`src/rtl/pfc_guard_pkg.sv`:
```
// constants, carriers and register map of the pfc mode and current guard
// assumes one 40 MHz clock and a synchronous active-high reset
// How it works
// - cycle is on-time plus demag, timed
// - eight long cycles over 112% enter continuous
// - no eight-run within 360 ms exits continuous
// - forced option holds continuous mode always
// - long cycle needs 50/30 uA current flag
// - low-line-only option accepts high-line cycles
// - continuous period jittered 119 Hz, 10% pk-pk
// - no jitter in frequency clamped mode
// - continuous period derived from 65 kHz
// - over-current ends on-time immediately
// - clamped mode waits for in-rush clear
// - in-rush flag reported as current-low
// - overstress holds drive low, then 800 us
// - in continuous mode, ramp plus current info ends on-time
// - high line in continuous mode divides regulation level by four
// - clamped mode delays turn-on to 130 kHz
package pfc_guard_pkg;
   localparam int CLK_HZ = 40_000_000; // timing clock
   localparam int CCM_FREQ_HZ = 65_000; // continuous_switch_freq
   localparam int CLAMP_FREQ_HZ = 130_000; // clamp frequency
   localparam int LONG_PCT = 112; // entry threshold percent
   localparam int JIT_FREQ_HZ = 119; // jitter rate
   localparam int JIT_PKPK_PCT = 10; // jitter depth
   localparam int EXIT_WINDOW_MS = 360; // continuous_exit_window
   localparam int HOLDOFF_US = 800; // overstress hold-off
   localparam int RUN_LEN_I = 8; // consecutive long cycles
   localparam int CCM_CYC_I = CLK_HZ / CCM_FREQ_HZ;
   localparam logic [10:0] CCM_PERIOD_CYC = 11'(CCM_CYC_I); // continuous_period
   localparam logic [10:0] LONG_CYC = 11'(CCM_CYC_I * LONG_PCT / 100);
   localparam logic [10:0] CLAMP_CYC = 11'((CLK_HZ + CLAMP_FREQ_HZ - 1) / CLAMP_FREQ_HZ);
   localparam int JIT_SPAN_I = CCM_CYC_I * JIT_PKPK_PCT / 100;
   localparam logic [6:0] JIT_SPAN = 7'(JIT_SPAN_I); // pk-pk in cycles
   localparam logic [6:0] JIT_HALF = 7'(JIT_SPAN_I / 2); // centre offset
   localparam logic [11:0] JIT_STEP_CYC = 12'(CLK_HZ / (JIT_FREQ_HZ * JIT_SPAN_I * 2));
   localparam int EXIT_WINDOW_CYC_I = (CLK_HZ / 1000) * EXIT_WINDOW_MS;
   localparam int HOLDOFF_CYC_I = (CLK_HZ / 1_000_000) * HOLDOFF_US;
   localparam logic [2:0] RUN_LAST = 3'(RUN_LEN_I - 1);
   localparam logic [10:0] CYC_MAX = 11'h7ff; // saturation of cycle timer
   // register indices
   localparam logic [3:0] ADDR_CTRL = 4'h0;
   localparam logic [3:0] ADDR_STATUS = 4'h1;
   localparam logic [3:0] ADDR_MASK = 4'h2;
   localparam logic [3:0] ADDR_STATE = 4'h3;
   localparam logic [7:0] CTRL_RESET = 8'h01; // enabled, options off
   localparam int CTRL_ENABLE = 0;
   localparam int CTRL_FORCED = 1;
   localparam int CTRL_LOWLINE = 2;
   localparam int EV_OCP = 0;
   localparam int EV_OVS = 1;
   localparam int EV_ENTER = 2;
   localparam int EV_EXIT = 3;
   // synchronised comparator and detector inputs
   typedef struct packed {
      logic overcurrent_guard; // above overcurrent_threshold
      logic ovs; // above overstress_threshold
      logic inrush; // above in-rush level
      logic valid_hi; // above cycle_valid_current_high
      logic valid_lo; // above cycle_valid_current_low
      logic demag; // demagnetisation in progress
      logic valley; // valley detected
      logic line_high; // high line range
   } sense_t;
   typedef struct packed {
      logic wr;
      logic rd;
      logic [3:0] addr;
      logic [7:0] wdata;
   } bus_req_t;
   typedef enum logic [2:0] {
      ST_DEAD = 3'b001,
      ST_ON = 3'b010,
      ST_DEMAG = 3'b100
   } drv_state_t;
endpackage

```
`src/rtl/pfc_mode_and_current_guard.sv`:
```
// gate drive, conduction mode selection and current guards
// assumes comparator pins are asynchronous and the control word,
// current information and bus come from logic on mclk_i
`timescale 1ns/100ps
`default_nettype none
module pfc_mode_and_current_guard #(
   parameter int EXIT_WINDOW_CYC = pfc_guard_pkg::EXIT_WINDOW_CYC_I,
   parameter int HOLDOFF_CYC = pfc_guard_pkg::HOLDOFF_CYC_I
) (
   input wire logic mclk_i,
   input wire logic srst_i,
   input wire pfc_guard_pkg::sense_t sense_i,
   input wire logic [9:0] control_i,
   input wire logic [9:0] current_info_i,
   input wire pfc_guard_pkg::bus_req_t bus_i,
   output logic [7:0] rdata_o,
   output logic gate_drive_out_o,
   output logic [9:0] regulation_level_o,
   output logic current_low_o,
   output logic ccm_mode_o,
   output logic irq_o
);
   import pfc_guard_pkg::*;

   localparam logic [23:0] EXIT_LAST = 24'(EXIT_WINDOW_CYC - 1);
   localparam logic [15:0] HOLD_LAST = 16'(HOLDOFF_CYC - 1);

   // three-stage synchronisers, first stage feeds only the second
   logic [7:0] sync1;
   logic [7:0] sync2;
   logic [7:0] sync3;
   logic [7:0] sense_q; // accepted level
   logic [7:0] next_sense;
   sense_t sense; // struct view of accepted levels

   // register file
   logic [7:0] ctrl; // enable and option bits
   logic [7:0] status; // sticky events
   logic [7:0] mask; // interrupt enables
   logic [7:0] next_ctrl;
   logic [7:0] next_status;
   logic [7:0] next_mask;
   logic [7:0] next_rdata;
   logic next_irq;

   // drive and mode state
   drv_state_t state;
   drv_state_t next_state;
   logic [10:0] cyc; // time since turn-on
   logic [10:0] next_cyc;
   logic ccm; // continuous mode flag
   logic next_ccm;
   logic [2:0] run; // consecutive long cycles
   logic [2:0] next_run;
   logic [23:0] exit_cnt; // exit window timer
   logic [23:0] next_exit_cnt;
   logic valid_seen; // current criterion met this cycle
   logic next_valid_seen;
   logic hold; // overstress hold-off active
   logic next_hold;
   logic [15:0] hold_cnt;
   logic [15:0] next_hold_cnt;
   logic gate;
   logic next_gate;
   logic [9:0] next_reg_level;
   logic ev_ocp, ev_ovs, ev_enter, ev_exit; // one-cycle event pulses, one driver each

   // jitter generator
   logic [11:0] jit_cnt;
   logic [11:0] next_jit_cnt;
   logic [6:0] jit_off;
   logic [6:0] next_jit_off;
   logic jit_up;
   logic next_jit_up;
   logic [10:0] cur_period; // oscillator_ramp_peak in cycles

   // combinational helpers
   logic forced;
   logic enable;
   logic cycle_end;
   logic long_cyc;
   logic qualify;
   logic turn_on;
   logic turn_off;
   logic [10:0] ramp_sum;

   assign sense = sense_t'(sense_q);
   assign forced = ctrl[CTRL_FORCED];
   assign enable = ctrl[CTRL_ENABLE];

   // accept a pin level only when stages two and three agree
   always_comb begin
      next_sense = (sync2 & sync3) | (sense_q & (sync2 ^ sync3));
   end

   always_ff @(posedge mclk_i) begin
      if (srst_i) begin
         sync1 <= 8'h00;
         sync2 <= 8'h00;
         sync3 <= 8'h00;
         sense_q <= 8'h00;
      end else begin
         sync1 <= sense_i;
         sync2 <= sync1;
         sync3 <= sync2;
         sense_q <= next_sense;
      end
   end

   // jittered period, frozen at its centre outside continuous mode
   always_comb begin
      next_jit_cnt = jit_cnt;
      next_jit_off = jit_off;
      next_jit_up = jit_up;
      if (!ccm) begin
         next_jit_cnt = 12'h000;
         next_jit_off = JIT_HALF;
         next_jit_up = 1'b1;
      end else if (jit_cnt == JIT_STEP_CYC - 12'h001) begin
         next_jit_cnt = 12'h000;
         if (jit_up) begin
            next_jit_off = jit_off + 7'h01;
            next_jit_up = (jit_off + 7'h01) != JIT_SPAN;
         end else begin
            next_jit_off = jit_off - 7'h01;
            next_jit_up = (jit_off - 7'h01) == 7'h00;
         end
      end else begin
         next_jit_cnt = jit_cnt + 12'h001;
      end
   end

   // triangle around the 65 kHz period
   assign cur_period = CCM_PERIOD_CYC - {4'h0, JIT_HALF} + {4'h0, jit_off};

   always_ff @(posedge mclk_i) begin
      if (srst_i) begin
         jit_cnt <= 12'h000;
         jit_off <= JIT_HALF;
         jit_up <= 1'b1;
      end else begin
         jit_cnt <= next_jit_cnt;
         jit_off <= next_jit_off;
         jit_up <= next_jit_up;
      end
   end

   // ramp starts at turn-on; current info rides on top of it
   assign ramp_sum = {1'b0, current_info_i} + cyc;

   // turn-on condition per mode
   always_comb begin
      if (ccm) begin
         turn_on = enable && !hold && (cyc >= cur_period);
      end else begin
         // clamp period, valley and vanished current all required
         turn_on = enable && !hold && (cyc >= CLAMP_CYC)
            && sense.valley && !sense.inrush;
      end
   end

   // turn-off condition: guards first, then the modulator
   always_comb begin
      if (sense.overcurrent_guard || sense.ovs || hold || !enable) begin
         turn_off = 1'b1;
      end else if (ccm) begin
         turn_off = (ramp_sum >= cur_period);
      end else begin
         // on-time taken from the regulation level, capped by period
         turn_off = (cyc >= {1'b0, regulation_level_o}) || (cyc >= CCM_PERIOD_CYC);
      end
   end

   // drive sequencer and cycle timer
   always_comb begin
      next_state = state;
      next_gate = gate;
      next_cyc = (cyc == CYC_MAX) ? cyc : cyc + 11'h001;
      next_valid_seen = valid_seen;
      cycle_end = 1'b0;
      long_cyc = 1'b0;
      ev_ocp = 1'b0;
      // current criterion sampled during conduction
      if (state != ST_DEAD) begin
         if (ccm ? sense.valid_lo : sense.valid_hi) begin
            next_valid_seen = 1'b1;
         end
      end
      unique case (state)
         ST_DEAD: begin
            if (turn_on) begin
               next_state = ST_ON;
               next_gate = 1'b1;
               next_cyc = 11'h000;
               next_valid_seen = 1'b0;
            end
         end
         ST_ON: begin
            if (turn_off) begin
               next_state = ST_DEMAG;
               next_gate = 1'b0;
               ev_ocp = sense.overcurrent_guard;
            end
         end
         ST_DEMAG: begin
            if (!sense.demag && !sense.inrush) begin
               // inductor reset: cycle length is final
               cycle_end = 1'b1;
               long_cyc = cyc >= (ccm ? CCM_PERIOD_CYC : LONG_CYC);
               next_state = ST_DEAD;
            end else if (turn_on && ccm) begin
               // still conducting at the next period: longer than it
               cycle_end = 1'b1;
               long_cyc = 1'b1;
               next_state = ST_ON;
               next_gate = 1'b1;
               next_cyc = 11'h000;
               next_valid_seen = 1'b0;
            end
         end
      endcase
   end

   // long cycle counts only with its current criterion met, or at high line with the low-line-only option
   assign qualify = long_cyc && (valid_seen || next_valid_seen
      || (ctrl[CTRL_LOWLINE] && sense.line_high));

   // mode selection: entry run, exit window, forced option
   always_comb begin
      next_ccm = ccm;
      next_run = run;
      next_exit_cnt = exit_cnt;
      ev_enter = 1'b0;
      ev_exit = 1'b0;
      if (ccm) begin
         next_exit_cnt = exit_cnt + 24'h000001;
      end
      if (cycle_end) begin
         if (!qualify) begin
            next_run = 3'h0;
         end else if (run == RUN_LAST) begin
            next_run = 3'h0;
            next_exit_cnt = 24'h000000;
            if (!ccm) begin
               next_ccm = 1'b1;
               ev_enter = 1'b1;
            end
         end else begin
            next_run = run + 3'h1;
         end
      end
      if (forced) begin
         // never leaves continuous mode
         next_ccm = 1'b1;
         next_exit_cnt = 24'h000000;
         ev_enter = !ccm;
      end else if (ccm && exit_cnt >= EXIT_LAST && next_exit_cnt != 24'h000000) begin
         next_ccm = 1'b0;
         next_run = 3'h0;
         next_exit_cnt = 24'h000000;
         ev_exit = 1'b1;
      end
   end

   // overstress hold-off: wait for in-rush clear, then the timer
   always_comb begin
      next_hold = hold;
      next_hold_cnt = hold_cnt;
      ev_ovs = 1'b0;
      if (sense.ovs) begin
         ev_ovs = !hold;
         next_hold = 1'b1;
         next_hold_cnt = 16'h0000;
      end else if (hold) begin
         if (sense.inrush) begin
            next_hold_cnt = 16'h0000;
         end else if (hold_cnt == HOLD_LAST) begin
            next_hold = 1'b0;
            next_hold_cnt = 16'h0000;
         end else begin
            next_hold_cnt = hold_cnt + 16'h0001;
         end
      end
   end

   // regulation level scaled at high line in continuous mode
   always_comb begin
      if (ccm && sense.line_high) begin
         next_reg_level = {2'b00, control_i[9:2]};
      end else begin
         next_reg_level = control_i;
      end
   end

   // drive and mode state registers
   always_ff @(posedge mclk_i) begin
      if (srst_i) begin
         state <= ST_DEAD;
         gate <= 1'b0;
         cyc <= 11'h000;
         valid_seen <= 1'b0;
         ccm <= 1'b0;
         run <= 3'h0;
         exit_cnt <= 24'h000000;
         hold <= 1'b0;
         hold_cnt <= 16'h0000;
      end else begin
         state <= next_state;
         gate <= next_gate;
         cyc <= next_cyc;
         valid_seen <= next_valid_seen;
         ccm <= next_ccm;
         run <= next_run;
         exit_cnt <= next_exit_cnt;
         hold <= next_hold;
         hold_cnt <= next_hold_cnt;
      end
   end

   // register bus: writes, read-to-clear status, read mux
   always_comb begin
      next_ctrl = ctrl;
      next_mask = mask;
      next_status = status;
      next_rdata = 8'h00;
      if (bus_i.wr) begin
         unique case (bus_i.addr)
            ADDR_CTRL: next_ctrl = bus_i.wdata;
            ADDR_MASK: next_mask = bus_i.wdata;
            default: next_ctrl = ctrl; // other offsets ignore writes
         endcase
      end
      if (bus_i.rd) begin
         unique case (bus_i.addr)
            ADDR_CTRL: next_rdata = ctrl;
            ADDR_STATUS: begin
               next_rdata = status;
               next_status = 8'h00;
            end
            ADDR_MASK: next_rdata = mask;
            ADDR_STATE: next_rdata = {gate, !sense.inrush, sense.line_high,
               hold, ccm, run};
            default: next_rdata = 8'h00; // unmapped reads zero
         endcase
      end
      // an event in the clearing cycle survives the clear
      next_status = next_status | {4'h0, ev_exit, ev_enter, ev_ovs, ev_ocp};
      next_irq = |(next_status & next_mask);
   end

   always_ff @(posedge mclk_i) begin
      if (srst_i) begin
         ctrl <= CTRL_RESET;
         mask <= 8'h00;
         status <= 8'h00;
         rdata_o <= 8'h00;
         irq_o <= 1'b0;
      end else begin
         ctrl <= next_ctrl;
         mask <= next_mask;
         status <= next_status;
         rdata_o <= next_rdata;
         irq_o <= next_irq;
      end
   end

   // outputs straight from flops
   always_ff @(posedge mclk_i) begin
      if (srst_i) begin
         gate_drive_out_o <= 1'b0;
         regulation_level_o <= 10'h000;
         current_low_o <= 1'b0;
         ccm_mode_o <= 1'b0;
      end else begin
         gate_drive_out_o <= next_gate && !sense.ovs;
         regulation_level_o <= next_reg_level;
         current_low_o <= !sense.inrush;
         ccm_mode_o <= next_ccm;
      end
   end
endmodule
`default_nettype wire

```
`config.mk`:
```
export PLATFORM = sky130hd
export DESIGN_NAME = pfc_mode_and_current_guard
export DESIGN_NICKNAME = d
export VERILOG_FILES = /design/src/rtl/pfc_guard_pkg.sv /design/src/rtl/pfc_mode_and_current_guard.sv
export SDC_FILE = /design/constraint.sdc
export NUM_CORES = 1
export LEC_CHECK = 0
export ABC_AREA = 1
export BUFFER_PORTS_ARGS = -buffer_cell sky130_fd_sc_hd__buf_2
export CAP_MARGIN = 20
export CORE_UTILIZATION = 65
export CTS_CLUSTER_SIZE = 8
export DETAILED_ROUTE_END_ITERATION = 12
export GPL_TIMING_DRIVEN = 0
export HOLD_SLACK_MARGIN = 0.03
export PLACE_DENSITY = 0.84
export SLEW_MARGIN = 20
export SYNTH_ARGS = -nofsm -noshare
export SYNTH_HDL_FRONTEND = slang
export SYNTH_SLANG_ARGS = --single-unit
```
`constraint.sdc`:
```
create_clock -name mclk_i -period 6.3 [get_ports mclk_i]
set_input_delay 0.945 -clock mclk_i [delete_from_list [all_inputs] [get_ports mclk_i]]
set_output_delay 0.945 -clock mclk_i [all_outputs]
set_load 0.005 [all_outputs]
```
Word level (Yosys, flattened, before mapping):

Index checks and enable logic that the tools add are counted.

* flip-flop bits (word level): 158

* $add $sub $neg: 9
* $lt $le $gt $ge: 7
* eq/ne operators: 15
* muxes and demuxes: 69
* bitwise operators: 8
* reductions and logical operators: 41

Operators with widths (count)
* 24-bit two-way mux: 4
* 8-bit two-way mux: 6
* 11-bit two-way mux: 4
* 1-bit two-way mux: 38
* 16-bit two-way mux: 2
* 8-bit one-hot mux with 4 select lines: 1
* 3-bit two-way mux: 9
* 24-bit by 1-bit adder with 24-bit output, second input constant: 1
* 8-bit bitwise AND: 3
* 24-bit greater-or-equal comparator, second input constant: 1
* 24-bit nonzero test: 1
* 11-bit by 10-bit greater-or-equal comparator with 1-bit output: 2
* 11-bit greater-or-equal comparator: 2
* 11-bit one-hot mux with 2 select lines: 1
* 16-bit by 1-bit adder with 16-bit output, second input constant: 1
* 16-bit by 15-bit equality test with 1-bit output, second input constant: 1
* 1-bit logical AND: 13
* 12-bit by 1-bit adder with 12-bit output, second input constant: 1
* 12-bit equality test, second input constant: 1
* 10-bit by 11-bit adder with 11-bit output: 1
* 10-bit by 7-bit adder with 11-bit output, first input constant: 1
* 11-bit by 1-bit adder with 11-bit output, second input constant: 1
* 11-bit equality test, second input constant: 1
* 11-bit by 10-bit greater-or-equal comparator with 1-bit output, second input constant: 1
* 31 further kinds: 52

Depth between registers and ports, before layout:

Gate-level depths: netlist of the first run.

* depth after elaboration: 22
* mapped depth: 32
* mapped depth without buffers: 31

Worst setup path before layout of the first run:

OpenSTA, ideal clock, no wires.

* path type: in2reg
* start: in current_info_i[0]
* end: reg gate_drive_out_o
* library setup time: 0.064 ns
* arrival: 3.356 ns
* data required time: 6.236 ns
* slack: 2.880 ns
* cell stages on the path: 19
* path through: ha_1 -> fa_1 -> xor2_1 -> ha_1 -> a21oi_1 -> o211ai_1 -> a21oi_1 -> o21ai_0 -> a31oi_1 -> o21ai_0 -> a31oi_1 -> nand2_1 -> nand2_1 -> nand2_1 -> nand2_1 -> nand2_1 -> o21ai_0 -> nand2_1 -> nor2_1

* word-level cells in the longest chain between the ends: 7

RTL lines
* from (decl): line pfc_mode_and_current_guard.sv:14 `input wire logic [9:0] current_info_i,`
* 10-bit by 11-bit adder with 11-bit output: line pfc_mode_and_current_guard.sv:149 `assign ramp_sum = {1'b0, current_info_i} + cyc;`
* 11-bit greater-or-equal comparator: line pfc_mode_and_current_guard.sv:167 `turn_off = (ramp_sum >= cur_period);`
* 1-bit two-way mux: line pfc_mode_and_current_guard.sv:166 `end else if (ccm) begin`
* 1-bit two-way mux: line pfc_mode_and_current_guard.sv:164 `if (sense.overcurrent_guard || sense.ovs || hold || !enable) begin`
* 1-bit two-way mux: line pfc_mode_and_current_guard.sv:199 `if (turn_off) begin`
* 1-bit one-hot mux with 3 select lines: line pfc_mode_and_current_guard.sv:189 `unique case (state)`
* 1-bit logical AND: line pfc_mode_and_current_guard.sv:375 `gate_drive_out_o <= next_gate && !sense.ovs;`
* to (signal assigned): line pfc_mode_and_current_guard.sv:375
* to (decl): line pfc_mode_and_current_guard.sv:17 `output logic gate_drive_out_o,`

No other way between the ends.
A chain may end at the register's enable or synchronous reset.

Final worst setup path of the first run:

* start: reg jit_off[0]
* end: reg exit_cnt[15]

* word-level cells in the longest chain between the ends: 16
* elaborated cells between the ends (all ways): 22
* those cells by class: add/sub: 1; order compare: 1; mux: 12; reduce/logical: 8

RTL lines
* from (decl): line pfc_mode_and_current_guard.sv:71 `logic [6:0] jit_off;`
* from (signal assigned): line pfc_mode_and_current_guard.sv:143 `jit_off <= next_jit_off;`
* 10-bit by 7-bit adder with 11-bit output (*): line pfc_mode_and_current_guard.sv:134 `assign cur_period = CCM_PERIOD_CYC - {4'h0, JIT_HALF} + {4'h0, jit_off};`
* 11-bit greater-or-equal comparator (*): line pfc_mode_and_current_guard.sv:154 `turn_on = enable && !hold && (cyc >= cur_period);`
* 1-bit logical AND (*): line pfc_mode_and_current_guard.sv:154
* 1-bit two-way mux (*): line pfc_mode_and_current_guard.sv:153 `if (ccm) begin`
* 1-bit logical AND: line pfc_mode_and_current_guard.sv:211 `end else if (turn_on && ccm) begin`
* 1-bit two-way mux: line pfc_mode_and_current_guard.sv:211
* 1-bit two-way mux: line pfc_mode_and_current_guard.sv:206 `if (!sense.demag && !sense.inrush) begin`
* 1-bit one-hot mux with 2 select lines: line pfc_mode_and_current_guard.sv:189
* 1-bit logical OR: line pfc_mode_and_current_guard.sv:225 `assign qualify = long_cyc && (valid_seen || next_valid_seen`
* 1-bit logical OR: line pfc_mode_and_current_guard.sv:226 `|| (ctrl[CTRL_LOWLINE] && sense.line_high));`
* 1-bit logical AND: line pfc_mode_and_current_guard.sv:225
* 24-bit two-way mux: line pfc_mode_and_current_guard.sv:239 `if (!qualify) begin`
* 24-bit two-way mux (*): line pfc_mode_and_current_guard.sv:238 `if (cycle_end) begin`
* 24-bit nonzero test: line pfc_mode_and_current_guard.sv:257 `end else if (ccm && exit_cnt >= EXIT_LAST && next_exit_cnt != 24'h000000) begin`
* 1-bit logical AND: line pfc_mode_and_current_guard.sv:257
* 3-bit OR reduction (no source line)
* to (signal assigned): line pfc_mode_and_current_guard.sv:314 `exit_cnt <= next_exit_cnt;`
* to (decl): line pfc_mode_and_current_guard.sv:55 `logic [23:0] exit_cnt;`

Every way passes the cells marked *; elsewhere a longest branch is shown, timed or not.

==> results of run 1 <==
[stage by stage]
stage / area [um2] / power, mW / cells / hold slack (ns) / worst slack, ns
floorplan: 8398 / 1.187 / 1120 / 0.3883 / 2.880
global placement: 8939 / 1.239 / 1357 / 0.3890 / 2.325
detailed placement: 8939 / 1.248 / 1357 / 0.3948 / 2.274
CTS: 9523 / 2.253 / 1389 / 0.4031 / 2.602
global route: 9523 / 2.324 / 1389 / 0.4174 / 2.217
finish: 9523 / 2.246 / 1389 / 0.4004 / 2.592
[power by group]
group / switching, mW / leakage, nW / internal (mW)
Clock: 0.421 / 0.275 / 0.596
Sequential: 0.0180 / 1.28 / 1.02
Combinational: 0.116 / 2.79 / 0.0754
Total: 0.555 / 4.35 / 1.69
[synth_stat cells, types with 7 or more instances]
cell type	n	area, um2
nand3_1	45	225.2
o211ai_1	8	60.06
nor2_4	20	225.2
mux2i_1	8	80.08
nor4_1	7	43.79
nor2_1	164	615.6
ha_1	58	725.7
o21ai_0	48	240.2
nor3_1	27	135.1
dfxtp_1	158	3163
nand2_1	182	683.2
xnor2_1	12	105.1
nand4_1	16	100.1
a221oi_1	8	70.07
xor2_1	32	280.3
clkbuf_1	14	52.55
inv_1	166	623.1
a21oi_1	60	300.3
nand2_2	9	56.30
a211oi_1	7	52.55
[cells by family after synthesis]
family	synth area share [%]
AND/OR/NAND/NOR	27.07
buffers and inverters	8.939
AO/OA/AOI/OAI	11.90
flip-flops	37.66
adder cells (fa/ha/maj)	8.880
XOR/XNOR	4.589
multiplexers	0.9536
[flip-flops by register name, indices dropped and copies added (netlist names), 3 cells and up]
register / cells
ctrl: 8
cyc: 11
exit_cnt: 24
hold_cnt: 16
jit_cnt: 12
jit_off: 7
mask: 8
rdata_o: 8
regulation_level_o: 10
run: 3
sense: 8
state: 3
status: 8
sync1: 8
sync2: 8
sync3: 8
[worst max-delay path by stage]
stage	start	end	cells after the start
2_1_floorplan	current_info_i[0]	gate_drive_out_o$_SDFF_PP0_	19
3_3_place_gp	current_info_i[0]	gate_drive_out_o$_SDFF_PP0_	20
3_5_place_dp	current_info_i[0]	gate_drive_out_o$_SDFF_PP0_	20
4_1_cts	jit_off[0]$_SDFFE_PP0P_	exit_cnt[13]$_SDFF_PP0_	32
5_1_grt	jit_off[0]$_SDFFE_PP0P_	exit_cnt[15]$_SDFF_PP0_	32
6_report	jit_off[0]$_SDFFE_PP0P_	exit_cnt[15]$_SDFF_PP0_	32
[per-layer routing]
metal	track usage [%]	routed length (um)
met2	52.61	9260
met1	35.71	8297
met4	12.82	456
met3	5.596	791
met5	0	0
[area by class of cell]
cell class	instances	area (um2)
fillers	975	3097
flip-flops and latches	158	3163
clock buffers	20	446.7
repair buffers	65	325.3
multi-input cells	770	4484
well taps	172	215.2
inverters	170	638.1
clock inverters	12	137.6
plain buffers	22	112.6
[critical path, delay by kind of cell, from the launching register on]
family	cells	cell delay, ns
AND/OR/NAND/NOR	22	1.90
flip-flops	1	0.36
AO/OA/AOI/OAI	2	0.23
adder cells (fa/ha/maj)	1	0.34
buffers and inverters	7	0.80
==> results.toml, run 1 <==
[floorplanning]
die_y_um = 115.7
coreArea_mm2 = 0.01262
ioPinCount = 66
initial_core_util_pct = 66.55
fp-row-count = 41
die_x_um = 115.7
die_area_mm2 = 0.01338

[pwr]
leakage_nw = 4.346
ir_worst_vdd_mv = 0.2511
p_per_area_mw_per_mm2 = 235.8

[route]
wl_um = 18810
vias = 7438
detail_route.iter0.violations = 541
post_drt_via_cell_ratio = 5.355
wl_per_cell_um = 13.54
first_pass_iters = 5
postRouteAntennaNets = 0
drc_errors = 0

[place]
globalplace.congestion = 0.9287
hpwlAfterDp_um = 13950
portBuffers = 65

[worst_hold_path]
worstHoldPathCells = 2
hold_start = "sync1[5]$_SDFF_PP0_"
min_to = "sync2[5]$_SDFF_PP0_"
hold_path.class = "reg -> reg"

[clock_tree]
cts_tree = "yes"
post_cts_buffers = 0
cts_buffer_depth = 2
clk_latency_ns = 0.44
cts.sinks = 158
path_clk_slew_ns = 0.06
cts_resized = 0
cts_made_buffers = 17
cts_root_buffer = "clkbuf_16"
htreeDepth = 4
cts_hold_buffers = 0

[synth]
avgSynthCellArea_um2 = 7.498
async_flop_share_pct = 0
synth-edff-count = 0
synth_area_mm2 = 0.008398
synth.distinct_cells = 52
synth_seq_cells = 158
ys.flop_type = "dfxtp_1"
syn-instance-count = 1120
synth_seq_area_share_pct = 37.66
synth_fp_nets = 1223
yosysWarnings = 0

[grt]
grt_overflow = 0
grt_pass1_wl_um = 31310
antenna_found_initial = 0
grt_max_degree = 17
grt_pass1_vias = 7105
grt_usage_pct = 29.90

[finish]
antenna_cells = 0
final_common_cell = "nand2_1"
drive_gt1_share_pct = 11.83
fin_nets = 1307
final_util_pct = 75.46
syn2layout_area_growth_pct = 13.39
mostFrequentLayoutCells = "nand2_1, inv_1, nor2_1"

[critical_path]
rrSetupSlack_ns = 2.59
arrival_ns = 4.08
crit_type = "reg -> reg"
r2r_cells = 32
cp-end-kind = "flip-flop"
cp_slowest_stage_delay_ns = 0.36
critPathSlowestCell = "dfxtp_1"
crit_path_max_fanout = 10
crit_required_ns = 6.67
crit_top_cell = "nand2_1"
regToRegStartpoint = "jit_off[0]$_SDFFE_PP0P_"
r2r_end = "exit_cnt[15]$_SDFF_PP0_"
cp-start-kind = "flip-flop"

[sta]
fin_crit_ns = 3.708
fin_skew_ns = 0.008568
rsz0062_at_grt = "false"
setup_viol = 0
fmax_mhz = 269.7
fin_tns_setup_ns = 0
slew_headroom_pct = 26.79
hold_viol = 0
min_period_over_period_pct = 58.86
drv_slew = 0
worstMarginPinSlew_ns = 1.090

[run_status]
status = "finished clean"

[job]
cap_viol_max_count = 0
Power figures use the tool's default switching activity.
==> inputs of run 2 (changes only) <==
Settings changed: CORE_UTILIZATION 65 to 55, PLACE_DENSITY 0.84 to 0.76.
Clock period 6.3 ns to 3.4 ns, I/O delays scaled along.
==> run 2 against run 1 <==
  * The run now ends with negative setup slack left
  * First-iteration DRC count fell by 22%
  * Die area up 18%
  * Sequential power grew 85%
  * Critical path depth decreased by 1
  * Sequential cell count unchanged
  * Combinational power increased by 100%
  * Clock skew up 0.0015 ns
  * Sequential share of layout area decreased by 1.8 points
  * Hold slack worse by 0.12 ns
  * Core utilization decreased by 6.7 points
  * Global-route usage decreased by 3.7 points
  * Fmax up 5.7%
  * Critical endpoint is now exit_cnt[1]$_SDFF_PP0_
  * Largest cell class unchanged
==> results.toml, run 2 (synthesis results as in run 1) <==
[finish]
regMostFlops = "exit_cnt"
final_common_cell = "nand2_1"
fillers = 1197
finalNonFillerCells = 1438
reg_top3 = "exit_cnt x24, hold_cnt x16, jit_cnt x12"
fin_nets = 1344
final_util_pct = 68.77
stdcell_area_mm2 = 0.01011
drive_gt1_share_pct = 17.94
multi_input_area_mm2 = 0.004661
seq_area_mm2 = 0.003173
mostFrequentLayoutCells = "nand2_1, nor2_1, inv_1"
antenna_cells = 0
largest_reg_flops = 24
syn2layout_area_growth_pct = 20.37

[critical_path]
crit_top_cell = "nand2_1"
crit_path_max_fanout = 5
crit_type = "reg -> reg"
arrival_ns = 3.87
cp-end-kind = "flip-flop"
cp-start-kind = "flip-flop"
cp_slowest_stage_delay_ns = 0.36
critPathSlowestCell = "dfxtp_4"
crit_required_ns = 3.76

[clock_tree]
cts_buffer_depth = 2
cts.sinks = 158
clk_latency_ns = 0.42
cts_made_buffers = 17
cts_tree = "yes"
cts_root_buffer = "clkbuf_16"
cts_hold_buffers = 0
path_clk_slew_ns = 0.06
htreeDepth = 4

[place]
dp.cells = 1369
portBuffers = 65
globalplace.congestion = 0.8889
placed_area_mm2 = 0.008954
hpwlAfterDp_um = 14130

[floorplanning]
coreArea_mm2 = 0.01470
die_x_um = 125.6
fp-row-count = 44
die_y_um = 125.6
ioPinCount = 66
initial_core_util_pct = 57.13
die_area_mm2 = 0.01577

[sta]
rsz0062_at_grt = "true"
min_period_over_period_pct = 103.2
fin_skew_ns = 0.01005
setup_ws_ns = -0.1083
fmax_mhz = 285.0
setup_viol = 29
drv_slew = 0
slew_headroom_pct = 33.30
worstMarginPinSlew_ns = 0.9928
hold_viol = 0
fin_crit_ns = 3.508
timing.hold.ws_ns = 0.2819

[route]
first_pass_iters = 5
detail_route.iter0.violations = 423
postRouteAntennaNets = 0
wl_um = 20340
drc_errors = 0
wl_per_cell_um = 14.15
vias = 7694
post_drt_via_cell_ratio = 5.350

[grt]
grt_pass1_wl_um = 33080
grt_overflow = 0
grt_max_degree = 17
grt_usage_pct = 26.16
grt_pass1_vias = 7339
antenna_found_initial = 0

[worst_hold_path]
hold_path.class = "in -> reg"

[pwr]
p_per_area_mw_per_mm2 = 417.1
ir_worst_vdd_mv = 0.3942
finalPower_mw = 4.216
leakage_nw = 4.578

[run_status]
violations = "negative setup slack"
status = "finished with violations"

[job]
cap_viol_max_count = 0
==> run 2: worst max-delay path: cells and delay by family, from the launching register on <==
family / cells / cell delay [ns]
simple gates: 21 / 1.72
buf+inv: 6 / 0.66
fa+ha+maj: 2 / 0.47
flops: 1 / 0.36
compound gates: 2 / 0.23
==> run 2: timing repair <==
item | in CTS | in global routing
pin swaps | 5 | 22
gates cloned | 3 | 0
resized for setup | 26 | 46
endpoints found under the setup margin | 30 | 44
setup buffers | 22 | 12
==> run 2: cell type report <==
type / count / share of cell area [%]
clock inverters: 10 / 1.275
repair buffers: 102 / 6.721
inverters: 170 / 6.399
well taps: 184 / 2.278
clock buffers: 22 / 4.493
flip-flops and latches: 158 / 31.39
plain buffers: 22 / 1.337
multi-input cells: 770 / 46.11
==> run 2: path summary, 6_finish.rpt <==
check                                             start                     end  depth (start not counted)  slack, ns
worst max-delay path            jit_off[0]$_SDFFE_PP0P_  exit_cnt[1]$_SDFF_PP0_                         31      -0.11
worst min-delay path                         sense_i[5]     sync1[5]$_SDFF_PP0_                          3       0.28
worst max register to register  jit_off[0]$_SDFFE_PP0P_  exit_cnt[1]$_SDFF_PP0_                         31      -0.11
worst min register to register      sync1[7]$_SDFF_PP0_     sync2[7]$_SDFF_PP0_                          2       0.40
==> run 2: metrics by stage <==
step                setup slack [ns]  TNS [ns]
global route                 -0.3593    -9.356
finish                       -0.1083    -1.904
detailed placement           -0.2451    -6.046
global placement             -0.2494    -6.296
floorplan                     0.3335         0
CTS                         0.005959         0
==> run 2: per-layer routing <==
layer  up-vias  wire length (um)  track usage, %  part of all wire (%)
li1       3890                 -               -                     -
met1      3534              8896           32.18                    44
met2       230              9948           44.84                    49
met3        40              1080           5.263                   5.3
met4         0               418           10.19                   2.1
met5         -                 0               0                     0
==> run 2: where the power goes <==
| part | switching [mW] | leakage (nW) | internal (mW) |
|---|---|---|---|
| sequential | 0.0357 | 1.28 | 1.89 |
| clock | 0.786 | 0.274 | 1.11 |
| combinational | 0.227 | 3.02 | 0.166 |
| total | 1.05 | 4.58 | 3.17 |
